`src/logic/tmw_pkg.sv`:
```
// constants shared by the waveform timer
package tmw_pkg;
  localparam int CNT_W = 16;
  localparam logic [15:0] CNT_RESET = 16'h0000;
  localparam logic [15:0] CNT_MAX = 16'hFFFF;
  localparam logic [15:0] CNT_BOTTOM = 16'h0000;
  localparam logic [15:0] TOP_8BIT = 16'h00FF;
  localparam logic [15:0] TOP_9BIT = 16'h01FF;
  localparam logic [15:0] TOP_10BIT = 16'h03FF;
  localparam logic [15:0] MIN_REG_TOP = 16'h0003;
  // waveform select codes
  localparam logic [3:0] WS_NORMAL = 4'h0;
  localparam logic [3:0] WS_CTC_CMP = 4'h4;
  localparam logic [3:0] WS_FAST_8 = 4'h5;
  localparam logic [3:0] WS_FAST_9 = 4'h6;
  localparam logic [3:0] WS_FAST_10 = 4'h7;
  localparam logic [3:0] WS_CTC_CAP = 4'hC;
  localparam logic [3:0] WS_FAST_CAP = 4'hE;
  localparam logic [3:0] WS_FAST_CMP = 4'hF;
  // compare output action codes
  localparam logic [1:0] ACT_NONE = 2'h0;
  localparam logic [1:0] ACT_TOGGLE = 2'h1;
  localparam logic [1:0] ACT_CLEAR = 2'h2;
  localparam logic [1:0] ACT_SET = 2'h3;
  // prescaler: select 0 stops, 1..5 give divide by 1, 8, 64, 256, 1024
  localparam int PRE_W = 10;
  localparam logic [9:0] PRE_MASK_1 = 10'h000;
  localparam logic [9:0] PRE_MASK_8 = 10'h007;
  localparam logic [9:0] PRE_MASK_64 = 10'h03F;
  localparam logic [9:0] PRE_MASK_256 = 10'h0FF;
  localparam logic [9:0] PRE_MASK_1024 = 10'h3FF;
  localparam logic [9:0] PRE_RESET = 10'h000;
  localparam logic [2:0] CS_STOP = 3'h0;
  localparam logic [2:0] CS_DIV1 = 3'h1;
  localparam logic [2:0] CS_DIV8 = 3'h2;
  localparam logic [2:0] CS_DIV64 = 3'h3;
  localparam logic [2:0] CS_DIV256 = 3'h4;
  localparam logic [2:0] CS_DIV1024 = 3'h5;
endpackage

```
`src/logic/tmw_timer.sv`:
```
// 16-bit timer: counting modes, compare output latches and pin override
//
// Notes on behaviour
// reset clears compare output latches to zero
// nonzero action field routes latch to pin
// pin direction stays with the direction bit
// action field never touches capture logic
// action zero leaves latch unchanged on match
// new action at next match; force acts now outside PWM, ignored in fast PWM
// only waveform select shapes the count
// normal mode: count up, wrap FFFF to 0
// normal overflow flag set as count hits zero
// interrupt acknowledge clears the overflow flag
// count writes accepted anytime in normal mode
// clear-on-match: clear at top from A/capture
// clear-on-match: flag of top register set at top
// top unbuffered; missed top wraps through FFFF
// clear-on-match toggle inverts latch A per match
// clear-on-match overflow set on FFFF to 0 unless top is FFFF
// fast PWM: bottom to top, then restart
// fast PWM: set action clears on match, clear action sets; reverse at top
// fast PWM top fixed, capture or compare A
// software keeps register top at least 0x0003
// fast PWM compare flag on every equal
// prescaler divides by 1, 8, 64, 256, 1024
// force updates latch only, no flag, no clear
// count write blocks matches next timer cycle
// PWM compare double buffered, loaded at top
// fast PWM overflow flag set at top
// pin mux by action field, gated by direction
`timescale 1ns/100ps
module tmw_timer (
  input wire logic core_clk,
  input wire logic rst,
  input wire logic [2:0] clock_select,
  input wire logic [3:0] waveform_select,
  input wire logic [1:0] channel_a_output_action,
  input wire logic [1:0] channel_b_output_action,
  input wire logic force_compare_strobe_a,
  input wire logic force_compare_strobe_b,
  input wire logic count_wr,
  input wire logic [15:0] count_wdata,
  input wire logic compare_a_wr,
  input wire logic compare_b_wr,
  input wire logic [15:0] compare_wdata,
  input wire logic capture_wr,
  input wire logic [15:0] capture_wdata,
  input wire logic overflow_ack,
  input wire logic compare_a_clear,
  input wire logic compare_b_clear,
  input wire logic capture_clear,
  input wire logic port_out_a,
  input wire logic port_out_b,
  input wire logic channel_a_pin_direction_bit,
  input wire logic channel_b_pin_direction_bit,
  output logic [15:0] count_value,
  output logic overflow_flag,
  output logic compare_a_flag,
  output logic compare_b_flag,
  output logic capture_flag,
  output logic channel_a_output_latch,
  output logic channel_b_output_latch,
  output logic pin_a_out,
  output logic pin_a_oe,
  output logic pin_b_out,
  output logic pin_b_oe
);

  logic [9:0] prescale;
  logic [15:0] compare_value_a;
  logic [15:0] compare_value_b;
  logic [15:0] compare_buf_a;
  logic [15:0] compare_buf_b;
  logic [15:0] capture_value;
  logic match_block;

  // prescaler mask per clock select
  function automatic logic [9:0] pre_mask(input logic [2:0] cs);
    case (cs)
      tmw_pkg::CS_DIV1: pre_mask = tmw_pkg::PRE_MASK_1;
      tmw_pkg::CS_DIV8: pre_mask = tmw_pkg::PRE_MASK_8;
      tmw_pkg::CS_DIV64: pre_mask = tmw_pkg::PRE_MASK_64;
      tmw_pkg::CS_DIV256: pre_mask = tmw_pkg::PRE_MASK_256;
      default: pre_mask = tmw_pkg::PRE_MASK_1024;
    endcase
  endfunction

  // next latch value for one channel
  function automatic logic latch_next(input logic cur, input logic [1:0] act,
                                      input logic pwm, input logic tog_ok,
                                      input logic match, input logic at_top,
                                      input logic force_now);
    logic r;
    r = cur;
    if (!pwm) begin
      if (match || force_now) begin
        case (act)
          tmw_pkg::ACT_TOGGLE: r = !cur;
          tmw_pkg::ACT_CLEAR: r = 1'b0;
          tmw_pkg::ACT_SET: r = 1'b1;
          default: r = cur;
        endcase
      end
    end else begin
      case (act)
        tmw_pkg::ACT_TOGGLE: r = (match && tog_ok) ? !cur : cur;
        tmw_pkg::ACT_CLEAR: r = match ? 1'b1 : (at_top ? 1'b0 : cur);
        tmw_pkg::ACT_SET: r = match ? 1'b0 : (at_top ? 1'b1 : cur);
        default: r = cur;
      endcase
    end
    latch_next = r;
  endfunction

  // mode decode, from waveform select only
  wire mode_normal = (waveform_select == tmw_pkg::WS_NORMAL);
  wire mode_ctc_cmp = (waveform_select == tmw_pkg::WS_CTC_CMP);
  wire mode_ctc_cap = (waveform_select == tmw_pkg::WS_CTC_CAP);
  wire mode_ctc = mode_ctc_cmp || mode_ctc_cap;
  wire mode_fast_cmp = (waveform_select == tmw_pkg::WS_FAST_CMP);
  wire mode_fast_cap = (waveform_select == tmw_pkg::WS_FAST_CAP);
  wire mode_fast = (waveform_select == tmw_pkg::WS_FAST_8)
                   || (waveform_select == tmw_pkg::WS_FAST_9)
                   || (waveform_select == tmw_pkg::WS_FAST_10)
                   || mode_fast_cap || mode_fast_cmp;
  wire mode_pwm = mode_fast;

  // top of the count sequence
  wire [15:0] top_value =
    (waveform_select == tmw_pkg::WS_FAST_8) ? tmw_pkg::TOP_8BIT :
    (waveform_select == tmw_pkg::WS_FAST_9) ? tmw_pkg::TOP_9BIT :
    (waveform_select == tmw_pkg::WS_FAST_10) ? tmw_pkg::TOP_10BIT :
    (mode_ctc_cap || mode_fast_cap) ? capture_value :
    (mode_ctc_cmp || mode_fast_cmp) ? compare_value_a : tmw_pkg::CNT_MAX;

  // timer clock enable from the prescaler
  wire [9:0] mask_sel = pre_mask(clock_select);
  wire tick = (clock_select != tmw_pkg::CS_STOP)
              && ((prescale & mask_sel) == mask_sel);

  wire at_max = (count_value == tmw_pkg::CNT_MAX);
  wire at_top = (mode_ctc || mode_fast) && (count_value == top_value);
  wire top_hit = tick && at_top && !match_block;
  wire wrap = tick && at_max && !at_top;
  wire match_a = tick && !match_block && (count_value == compare_value_a);
  wire match_b = tick && !match_block && (count_value == compare_value_b);
  wire force_a = force_compare_strobe_a && !mode_pwm;
  wire force_b = force_compare_strobe_b && !mode_pwm;
  wire pwm_top = mode_fast && top_hit;

  wire [15:0] next_count =
    count_wr ? count_wdata :
    !tick ? count_value :
    (top_hit || wrap) ? tmw_pkg::CNT_BOTTOM :
    count_value + 16'h0001;

  wire set_ovf = (mode_normal || mode_ctc) ? wrap : pwm_top;
  wire set_cmp_a = match_a || (mode_fast_cmp && top_hit);
  wire set_cap = (mode_ctc_cap || mode_fast_cap) && top_hit;

  wire next_latch_a = latch_next(channel_a_output_latch, channel_a_output_action, mode_pwm,
                                 mode_fast_cmp, match_a && !(mode_pwm && at_top
                                 && compare_value_a != top_value), pwm_top, force_a);
  wire next_latch_b = latch_next(channel_b_output_latch, channel_b_output_action, mode_pwm,
                                 1'b0, match_b, pwm_top, force_b);

  // pin override: latch when action nonzero, else port value; direction from direction bit
  wire next_pin_a = (channel_a_output_action != tmw_pkg::ACT_NONE) ? channel_a_output_latch
                    : port_out_a;
  wire next_pin_b = (channel_b_output_action != tmw_pkg::ACT_NONE) ? channel_b_output_latch
                    : port_out_b;

  always_ff @(posedge core_clk) begin
    if (rst) begin
      prescale <= tmw_pkg::PRE_RESET;
    end else if (clock_select == tmw_pkg::CS_STOP) begin
      prescale <= tmw_pkg::PRE_RESET;
    end else begin
      prescale <= prescale + 10'h001;
    end
  end

  always_ff @(posedge core_clk) begin
    if (rst) begin
      count_value <= tmw_pkg::CNT_RESET;
      match_block <= 1'b0;
    end else begin
      count_value <= next_count;
      match_block <= count_wr ? 1'b1 : (tick ? 1'b0 : match_block);
    end
  end

  // compare registers: direct in non-PWM, buffered to top in PWM
  always_ff @(posedge core_clk) begin
    if (rst) begin
      compare_value_a <= tmw_pkg::CNT_RESET;
      compare_value_b <= tmw_pkg::CNT_RESET;
      compare_buf_a <= tmw_pkg::CNT_RESET;
      compare_buf_b <= tmw_pkg::CNT_RESET;
      capture_value <= tmw_pkg::CNT_RESET;
    end else begin
      if (compare_a_wr) begin
        compare_buf_a <= compare_wdata;
      end
      if (compare_b_wr) begin
        compare_buf_b <= compare_wdata;
      end
      if (!mode_pwm) begin
        compare_value_a <= compare_a_wr ? compare_wdata : compare_buf_a;
        compare_value_b <= compare_b_wr ? compare_wdata : compare_buf_b;
      end else if (pwm_top) begin
        compare_value_a <= compare_buf_a;
        compare_value_b <= compare_buf_b;
      end
      if (capture_wr) begin
        capture_value <= capture_wdata;
      end
    end
  end

  // sticky flags: set wins over clear
  always_ff @(posedge core_clk) begin
    if (rst) begin
      overflow_flag <= 1'b0;
      compare_a_flag <= 1'b0;
      compare_b_flag <= 1'b0;
      capture_flag <= 1'b0;
    end else begin
      overflow_flag <= set_ovf || (overflow_flag && !overflow_ack);
      compare_a_flag <= set_cmp_a || (compare_a_flag && !compare_a_clear);
      compare_b_flag <= match_b || (compare_b_flag && !compare_b_clear);
      capture_flag <= set_cap || (capture_flag && !capture_clear);
    end
  end

  always_ff @(posedge core_clk) begin
    if (rst) begin
      channel_a_output_latch <= 1'b0;
      channel_b_output_latch <= 1'b0;
      pin_a_out <= 1'b0;
      pin_b_out <= 1'b0;
      pin_a_oe <= 1'b0;
      pin_b_oe <= 1'b0;
    end else begin
      channel_a_output_latch <= next_latch_a;
      channel_b_output_latch <= next_latch_b;
      pin_a_out <= next_pin_a;
      pin_b_out <= next_pin_b;
      pin_a_oe <= channel_a_pin_direction_bit;
      pin_b_oe <= channel_b_pin_direction_bit;
    end
  end
endmodule

```
`config.mk`:
```
export PLATFORM = sky130hd
export DESIGN_NAME = tmw_timer
export DESIGN_NICKNAME = d
export VERILOG_FILES = /design/src/logic/tmw_pkg.sv /design/src/logic/tmw_timer.sv
export SDC_FILE = /design/constraint.sdc
export NUM_CORES = 1
export LEC_CHECK = 0
export ABC_AREA = 0
export BUFFER_PORTS_ARGS = -buffer_cell sky130_fd_sc_hd__clkbuf_2
export CORE_MARGIN = 4
export CORE_UTILIZATION = 40
export DETAILED_ROUTE_END_ITERATION = 10
export GPL_TIMING_DRIVEN = 0
export PLACE_DENSITY_LB_ADDON = 0.3
export SKIP_CTS_REPAIR_TIMING = 1
export SLEW_MARGIN = 20
export SYNTH_ARGS = -nofsm -noshare
export SYNTH_HDL_FRONTEND = slang
export SYNTH_SLANG_ARGS = --single-unit
export TNS_END_PERCENT = 1
```
`constraint.sdc`:
```
create_clock -name core_clk -period 4.4 [get_ports core_clk]
set_clock_uncertainty 0.1 [all_clocks]
set_input_delay 0.88 -clock core_clk [delete_from_list [all_inputs] [get_ports core_clk]]
set_output_delay 0.88 -clock core_clk [all_outputs]
set_load 0.005 [all_outputs]
```
==> impl_metrics.py, run 1 <==
metrics = {
    "run_status": {
        "status": "complete, no violations",
    },
    "timing": {
        "hold_viol_final": 0,
        "finalCritPeriodShare_pct": 90.18,
        "slew_headroom_pct": 27.66,
        "rsz0062_at_grt": "no",
        "finalCriticalPeriod_ns": 3.968,
        "max_slew.worst_pin.slew_ns": 1.075,
        "clock.fmax_mhz": 252.0,
        "whs_ns": 0.3553,
        "slew_viol_final": 0,
        "report.final.setup_viol": 0,
    },
    "clock_network": {
        "htreeDepth": 4,
        "clock_path_buffers": 2,
        "cts_root_buf": "clkbuf_16",
        "clk_pin_slew_ns": 0.05,
        "clk_latency_ns": 0.42,
        "cts_made_buffers": 17,
        "cts_tree": "yes",
        "cts.sinks": 117,
    },
    "logic_synthesis": {
        "ys_warn_count": 0,
        "synth_common_cells": "dfxtp_1 (117), nor2_1 (102), nand2_1 (65), mux2i_1 (50), xnor2_1 (37)",
        "synth_seq_cells": 117,
        "synth_edf_count": 0,
        "yosysUniqueCellTypes": 77,
        "synth_area_um2": 6484,
        "syn_inst": 793,
        "synth-async-reset-ratio_pct": 0,
        "yosys.area.top_type_share_pct": 36.13,
        "synthFlopType": "dfxtp_1",
        "yosysSeqAreaShare_pct": 36.13,
        "synthesis.nets": 870,
        "yosysMostFrequentCell": "dfxtp_1",
        "ys_top_cells_by_area": "dfxtp_1 (36%), mux2i_1 (7.7%), nor2_1 (5.9%)",
        "yosysTopAreaCell": "dfxtp_1",
        "avgSynthCellArea_um2": 8.176,
    },
    "routing": {
        "routedWlPerCell_um": 18.61,
        "ant_nets": 0,
        "vias": 6502,
        "drt_drc_violations_left": 0,
        "drt_iter0_markers": 651,
        "wirelength_mm": 21.12,
        "via_per_inst": 5.729,
        "drt-pass1-iter-count": 5,
    },
    "worst_setup_path": {
        "critPathTopFamily": "buffers and inverters",
        "r2r_start": "count_value[2]",
        "path_buf_inv": 4,
        "ff2ff_setup_slack_ns": 0.70,
        "slowest_delay_ns": 0.58,
        "critPathMaxFanout": 10,
        "cp-start-kind": "input pin",
        "critical_path_depth": 10,
        "path_class": "in -> reg",
        "r2r_end": "overflow_flag",
        "required_ns": 4.60,
        "path_cells": "clkbuf_2 > clkbuf_1 > clkinv_1 > or3_1 > o211ai_1 > o311a_1 > nor4bb_1 > buf_2 > o41ai_1 > a21o_1",
        "worstPathArrival_ns": 4.17,
        "r2r_cells": 9,
        "cp_slowest_cell": "nor4bb_1",
        "worst_setup_path_end_kind": "flip-flop",
    },
    "finish": {
        "n_antenna_cell": 0,
        "drive_gt1_share_pct": 18.17,
        "syn2layout_area_growth_pct": 21.11,
        "num-nets-final": 985,
    },
    "min_path": {
        "hold_start": "compare_buf_a[10]",
        "hold_depth": 1,
        "hold_class": "reg -> reg",
        "holdPathEnd": "compare_value_a[10]",
    },
    "power": {
        "leakage_nw": 3.253,
        "powerDensity_nw_per_um2": 387.8,
        "p_total_w": 0.003045,
        "ir_drop_v": 0.0002728,
    },
    "floorplan": {
        "die_h_um": 135.3,
        "dieArea_um2": 18310,
        "die_w_um": 135.3,
        "initial_core_util_pct": 40.82,
        "ioPinCount": 101,
        "row_count": 46,
        "core_area_um2": 15890,
    },
    "global_route": {
        "grt_usage_pct": 22.98,
        "grt_max_degree": 17,
        "antenna_found_initial": 0,
        "grt_pass1_wl_mm": 32.44,
        "grt.overflow.total": 0,
        "first_global_vias": 5923,
    },
    "placed_design": {
        "place_congestion": 1.002,
        "dpl.hpwl_mm": 15.71,
        "numPortBuffers": 96,
    },
    "flow_run": {
        "max_cap_violations": 0,
    },
}
-- worst reg2reg max path: stages (launching register included) --
cell and delay [ns]:
dfxtp_1 0.35, clkbuf_1 0.48, nand3_1 0.23, or2_2 0.37
nor3_1 0.43, nand3_1 0.22, nor2_1 0.27, o41ai_4 0.24
a2111oi_0 0.78, o31a_1 0.20
-- routing by layer --
| layer | routed length [um] | up-vias | global-route usage (%) | share of wire [%] |
|---|---|---|---|---|
| met5 | 0 | - | 0 | 0 |
| met4 | 606 | 0 | 8.735 | 2.9 |
| met3 | 1787 | 43 | 5.349 | 8.5 |
| met2 | 9509 | 307 | 35.34 | 45 |
| met1 | 9219 | 3066 | 31.36 | 44 |
| li1 | - | 3086 | - | - |
-- how the worst max path moves through the flow --
stage / from / endpoint
after global routing: waveform_select[2] / compare_value_a[6]
final: waveform_select[2] / compare_value_a[6]
after floorplan: waveform_select[1] / count_value[4]
after CTS: waveform_select[2] / compare_value_a[6]
after detailed placement: waveform_select[2] / compare_value_a[6]
after global placement: waveform_select[2] / compare_value_a[6]
-- placed cells by master (no fill, tap or decap), drive strengths merged, types with 21 or more instances in the layout --
cell,instances
o41ai,21
xnor2,37
nor2,102
nand4,22
a21oi,31
dfxtp,117
o21ai,31
clkbuf,151
mux2i,50
nand2,66
buf,21
inv,35
a21o,22
a31oi,21
-- sequential cells by signal, indices dropped and copies added (netlist names) --
| signal | cells |
|---|---|
| capture_flag | 1 |
| compare_value_b | 16 |
| pin_a_out | 1 |
| channel_a_output_latch | 1 |
| capture_value | 16 |
| pin_b_oe | 1 |
| pin_b_out | 1 |
| compare_buf_b | 16 |
| compare_b_flag | 1 |
| compare_buf_a | 16 |
| compare_a_flag | 1 |
| pin_a_oe | 1 |
| count_value | 16 |
| prescale | 10 |
| channel_b_output_latch | 1 |
| match_block | 1 |
| compare_value_a | 16 |
| overflow_flag | 1 |
-- logic make-up after synthesis --
kind of cell,share of synthesized area [%]
AOI/OAI and AO/OA,20.24
muxes,7.719
DFF,36.13
and+or+nand+nor,23.54
buffers and inverters,5.905
xor gates and xnor gates,6.079
adders and majority gates,0.3859
-- report_power, final --
part	switching [W]	leakage (nW)	internal (W)
registers	0.0000615	0.963	0.00112
clock network	0.000479	0.301	0.000939
logic	0.000256	1.99	0.000186
-- layout make-up --
class                      count  area [um^2]
buffer                        55        240.2
clock buffer                  21        480.5
clock inverter                 9        126.4
fill                        1610         8033
inverter                      38        142.6
multi-input combinational    583         3770
sequential                   117         2342
tap                          216        270.3
timing repair buffer          96        480.5
-- metrics by stage --
step	instances	TNS [ns]	setup slack, ns	utilization [%]	instance area (um^2)
floorplan	793	0	0.9971	-	6484
global placement	1105	-1.197	-0.1074	45.54	7234
detailed placement	1105	-2.161	-0.1325	45.57	7239
CTS	1135	0	0.3016	49.39	7846
global route	1135	0	0.1781	49.43	7853
finish	1135	0	0.4320	49.43	7853
Note: power is estimated with default switching activity, not from simulation.
==> run 2, diff against run 1 <==
--- a/config.mk
+++ b/config.mk
@@ -12,6 +12,7 @@
 export DETAILED_ROUTE_END_ITERATION = 10
 export GPL_TIMING_DRIVEN = 0
 export PLACE_DENSITY_LB_ADDON = 0.3
+export RECOVER_POWER = 25
 export SKIP_CTS_REPAIR_TIMING = 1
 export SLEW_MARGIN = 20
 export SYNTH_ARGS = -nofsm -noshare
==> run 2 against run 1 <==
  * Sequential share of layout area about the same
  * Register-to-register slack got worse by 0.03 ns
  * Via count decreased by 0.37%
  * Non-clock buffer count is the same
  * Critical path type unchanged
  * Highest routed layer unchanged
==> impl_metrics.py, run 2 (same netlist as run 1, synthesis figures left out) <==
metrics = {
    "global_route": {
        "grt_max_degree": 17,
        "grt.overflow.total": 0,
        "grtUsageMet3_pct": 5.349,
        "grt_pass1_wl_mm": 32.44,
        "first_global_vias": 5923,
        "grt_use_met2_pct": 35.34,
        "busiest_layer": "met2",
        "grt_usage_pct": 22.98,
        "met1_usage_pct": 31.36,
        "antenna_found_initial": 0,
    },
    "floorplan": {
        "initial_core_util_pct": 40.82,
        "row_count": 46,
        "dieArea_um2": 18310,
        "die_h_um": 135.3,
        "core_area_um2": 15890,
        "ioPinCount": 101,
        "die_w_um": 135.3,
    },
    "placed_design": {
        "dp_cells": 1105,
        "numPortBuffers": 96,
        "place_congestion": 1.002,
        "dpl.hpwl_mm": 15.71,
    },
    "timing": {
        "clock.fmax_mhz": 251.5,
        "hold_viol_final": 0,
        "slew_headroom_pct": 26.67,
        "max_slew.worst_pin.slew_ns": 1.090,
        "rsz0062_at_grt": "no",
        "finalCritPeriodShare_pct": 90.38,
        "finalCriticalPeriod_ns": 3.977,
        "slew_viol_final": 0,
        "report.final.setup_viol": 0,
    },
    "finish": {
        "n_antenna_cell": 0,
        "num-nets-final": 985,
        "fin_cells": 1135,
        "syn2layout_area_growth_pct": 20.96,
        "utilization_pct": 49.37,
        "drive_gt1_share_pct": 17.30,
        "layout_common_cells": "dfxtp_1 (117), nor2_1 (102), clkbuf_2 (88)",
        "final_common_cell": "dfxtp_1",
    },
    "clock_network": {
        "clk_latency_ns": 0.42,
        "cts_tree": "yes",
        "clock_path_buffers": 2,
        "cts.sinks": 117,
        "cts_root_buf": "clkbuf_16",
        "clk_pin_slew_ns": 0.05,
        "cts_made_buffers": 17,
        "htreeDepth": 4,
    },
    "routing": {
        "drt_drc_violations_left": 0,
        "vias": 6478,
        "routedWlPerCell_um": 18.57,
        "drt-pass1-iter-count": 6,
        "via_per_inst": 5.707,
        "wirelength_mm": 21.08,
        "drt_iter0_markers": 618,
        "ant_nets": 0,
    },
    "worst_setup_path": {
        "path_class": "in -> reg",
        "worst_setup_path_end_kind": "flip-flop",
        "slowest_delay_ns": 0.57,
        "critPathMaxFanout": 10,
        "r2r_cells": 9,
        "cp_slowest_cell": "nor4bb_1",
        "path_cells": "clkbuf_2 > clkbuf_1 > clkinv_1 > or3_1 > o211ai_1 > o311a_1 > nor4bb_1 > buf_2 > o41ai_1 > a21o_1",
        "r2r_end": "overflow_flag",
        "worstPathArrival_ns": 4.18,
        "cp-start-kind": "input pin",
        "critPathTopFamily": "buffers and inverters",
        "ff2ff_setup_slack_ns": 0.67,
        "path_buf_inv": 4,
        "required_ns": 4.60,
        "r2r_start": "count_value[2]",
    },
    "power": {
        "ir_drop_v": 0.0002721,
        "powerDensity_nw_per_um2": 388.4,
        "leakage_nw": 3.226,
    },
    "min_path": {
        "hold_depth": 1,
        "hold_start": "compare_buf_a[10]",
        "hold_class": "reg -> reg",
        "holdPathEnd": "compare_value_a[10]",
    },
    "run_status": {
        "status": "complete, no violations",
    },
    "flow_run": {
        "max_cap_violations": 0,
    },
}
-- run 2: cell types whose count changed in the layout (fill, tap and decap cells not counted), sizes merged --
cell	delta
clkbuf	+2
buf	-2
-- run 2: area by class of cell --
type | instances | area [um^2]
Buffer | 55 | 240.2
Clock inverter | 9 | 126.4
Multi-Input combinational cell | 583 | 3770
Fill cell | 1615 | 8043
Sequential cell | 117 | 2342
Inverter | 38 | 142.6
Clock buffer | 21 | 480.5
Timing Repair Buffer | 96 | 470.5
Tap cell | 216 | 270.3
-- run 2: layer usage --
metal  wire length (um)  up-vias  part of all wire [%]
met3               1807       36                   8.6
li1                   -     3088                     -
met2               9511      314                    45
met1               9188     3040                    44
met5                  0        -                     0
met4                571        0                   2.7
-- run 2: how the worst max path moves through the flow --
stage	startpoint	end	slack, ns	cells after the start
6_report	waveform_select[2]	compare_value_a[6]	0.42	10
3_3_place_gp	waveform_select[2]	compare_value_a[6]	-0.11	10
2_1_floorplan	waveform_select[1]	count_value[4]	1.0	11
3_5_place_dp	waveform_select[2]	compare_value_a[6]	-0.13	10
5_1_grt	waveform_select[2]	compare_value_a[6]	0.18	10
4_1_cts	waveform_select[2]	compare_value_a[6]	0.30	10
-- run 2: metrics by stage --
step / hold slack (ns) / cell area [um^2] / total power, W / TNS [ns] / setup WS [ns]
2_1_floorplan: 0.3252 / 6484 / 0.001478 / 0 / 0.9971
3_3_place_gp: 0.3353 / 7234 / 0.001633 / -1.197 / -0.1074
3_5_place_dp: 0.3358 / 7239 / 0.001638 / -2.161 / -0.1325
4_1_cts: 0.3565 / 7846 / 0.003059 / 0 / 0.3016
5_1_grt: 0.3690 / 7843 / 0.003162 / 0 / 0.1781
6_report: 0.3556 / 7843 / 0.003046 / 0 / 0.4235
-- run 2: power breakdown --
part	leakage [nW]	switching, W	internal, W
Clock	0.301	0.000481	0.000940
Sequential	0.963	0.0000614	0.00112
Combinational	1.96	0.000255	0.000185
Total	3.23	0.000797	0.00225
==> run 3, diff against run 2 <==
==> constraint.sdc (replaced) <==
create_clock -name core_clk -period 4.4 [get_ports core_clk]
set_clock_uncertainty 0.1 [all_clocks]
set_input_delay 0.88 -clock core_clk [delete_from_list [all_inputs] [get_ports core_clk]]
set_output_delay 0.88 -clock core_clk [all_outputs]
set_load 0.05 [all_outputs]
==> run 3 against run 2 <==
  * First-iteration DRC count fell by 0.16%
  * Power up 1.6%
  * Clock power barely moved
  * Critical path type unchanged
  * Critical endpoint unchanged
  * Largest cell class unchanged
==> impl_metrics.py, run 3 (same netlist as run 1, synthesis figures left out) <==
metrics = {
    "run_status": {
        "status": "complete, no violations",
    },
    "power": {
        "powerDensity_nw_per_um2": 395.2,
        "leakage_nw": 3.190,
        "p_total_w": 0.003094,
        "ir_drop_v": 0.0002738,
    },
    "finish": {
        "design_area_um2": 7829,
        "fill_cells": 1616,
        "drive_gt1_share_pct": 16.10,
        "layout_common_cells": "dfxtp_1 (117), nor2_1 (102), clkbuf_2 (77)",
        "utilization_pct": 49.28,
        "seq_area_um2": 2342,
        "n_antenna_cell": 0,
        "final_common_cell": "dfxtp_1",
        "num-nets-final": 985,
        "syn2layout_area_growth_pct": 20.74,
        "multiInputGateArea_um2": 3770,
    },
    "floorplan": {
        "dieArea_um2": 18310,
        "initial_core_util_pct": 40.82,
        "ioPinCount": 101,
        "row_count": 46,
        "die_h_um": 135.3,
        "core_area_um2": 15890,
        "die_w_um": 135.3,
    },
    "clock_network": {
        "htreeDepth": 4,
        "cts.sinks": 117,
        "cts_tree": "yes",
        "clock_path_buffers": 2,
        "clk_latency_ns": 0.42,
        "cts_made_buffers": 17,
        "clk_pin_slew_ns": 0.05,
        "cts_root_buf": "clkbuf_16",
    },
    "worst_setup_path": {
        "r2r_cells": 9,
        "ff2ff_setup_slack_ns": 0.69,
        "path_cells": "clkbuf_2 > clkbuf_1 > clkinv_1 > or3_1 > o211ai_1 > o311a_1 > nor4bb_1 > buf_2 > o41ai_1 > a21o_1",
        "required_ns": 4.60,
        "cp_slowest_cell": "nor4bb_1",
        "path_class": "in -> reg",
        "critPathTopFamily": "buffers and inverters",
        "path_buf_inv": 4,
        "r2r_end": "overflow_flag",
        "critPathMaxFanout": 10,
        "cp-start-kind": "input pin",
        "r2r_start": "count_value[1]",
        "worst_setup_path_end_kind": "flip-flop",
        "slowest_delay_ns": 0.57,
        "worstPathArrival_ns": 4.16,
    },
    "global_route": {
        "grt_pass1_wl_mm": 32.44,
        "grt_max_degree": 17,
        "grt.overflow.total": 0,
        "grt_usage_pct": 22.98,
        "antenna_found_initial": 0,
        "met1_usage_pct": 31.36,
        "grt_use_met2_pct": 35.34,
        "busiest_layer": "met2",
        "grtUsageMet3_pct": 5.349,
        "first_global_vias": 5923,
    },
    "timing": {
        "clock.fmax_mhz": 252.5,
        "whs_ns": 0.3559,
        "report.final.setup_viol": 0,
        "max_slew.worst_pin.slew_ns": 1.129,
        "rsz0062_at_grt": "no",
        "slew_headroom_pct": 24.05,
        "hold_viol_final": 0,
        "finalCriticalPeriod_ns": 3.960,
        "finalCritPeriodShare_pct": 90.00,
        "slew_viol_final": 0,
    },
    "min_path": {
        "holdPathEnd": "compare_value_a[10]",
        "hold_start": "compare_buf_a[10]",
        "hold_depth": 1,
        "hold_class": "reg -> reg",
    },
    "placed_design": {
        "place_area_um2": 7239,
        "dpl.hpwl_mm": 15.71,
        "place_congestion": 1.002,
        "numPortBuffers": 96,
    },
    "routing": {
        "routedWlPerCell_um": 18.64,
        "drt-pass1-iter-count": 5,
        "vias": 6479,
        "wirelength_mm": 21.16,
        "via_per_inst": 5.708,
        "ant_nets": 0,
        "drt_iter0_markers": 617,
        "drt_drc_violations_left": 0,
    },
    "flow_run": {
        "max_cap_violations": 0,
    },
}
[run 3: cell count changes in the layout (fill, tap and decap cells not counted)]
cell | previous run | this run
clkbuf_1 | 44 | 55
clkbuf_2 | 88 | 77
[run 3: worst max path at each step]
stage                                  start                  to  slack [ns]  depth (start not counted)
final                     waveform_select[2]  compare_value_a[6]        0.44                         10
after global routing      waveform_select[2]  compare_value_a[6]        0.18                         10
after CTS                 waveform_select[2]  compare_value_a[6]        0.30                         10
after detailed placement  waveform_select[2]  compare_value_a[6]       -0.13                         10
after global placement    waveform_select[2]  compare_value_a[6]       -0.11                         10
after floorplan           waveform_select[1]      count_value[4]         1.0                         11
[run 3: metrics by stage]
step           setup TNS (ns)  worst slack [ns]  std cells
6_report                    0            0.4401       1135
5_1_grt                     0            0.1781       1135
4_1_cts                     0            0.3016       1135
3_5_place_dp           -2.161           -0.1325       1105
3_3_place_gp           -1.197           -0.1074       1105
2_1_floorplan               0            0.9971        793
[run 3: cell type report]
class,instances,area share (%)
clock buffers,21,6.137
multi-input cells,583,48.15
clock inverters,9,1.614
flip-flops and latches,117,29.92
repair buffers,96,5.833
inverters,38,1.822
plain buffers,55,3.069
well taps,216,3.452
[run 3: power by group]
group | internal [W] | switching (W)
Combinational | 0.000184 | 0.000304
Clock | 0.000939 | 0.000482
Sequential | 0.00112 | 0.0000614
[run 3: per-layer routing]
| layer | routed length (um) | part of all wire, % |
|---|---|---|
| met1 | 9294 | 44 |
| met2 | 9551 | 45 |
| met3 | 1741 | 8.2 |
| met4 | 575 | 2.7 |
| met5 | 0 | 0 |
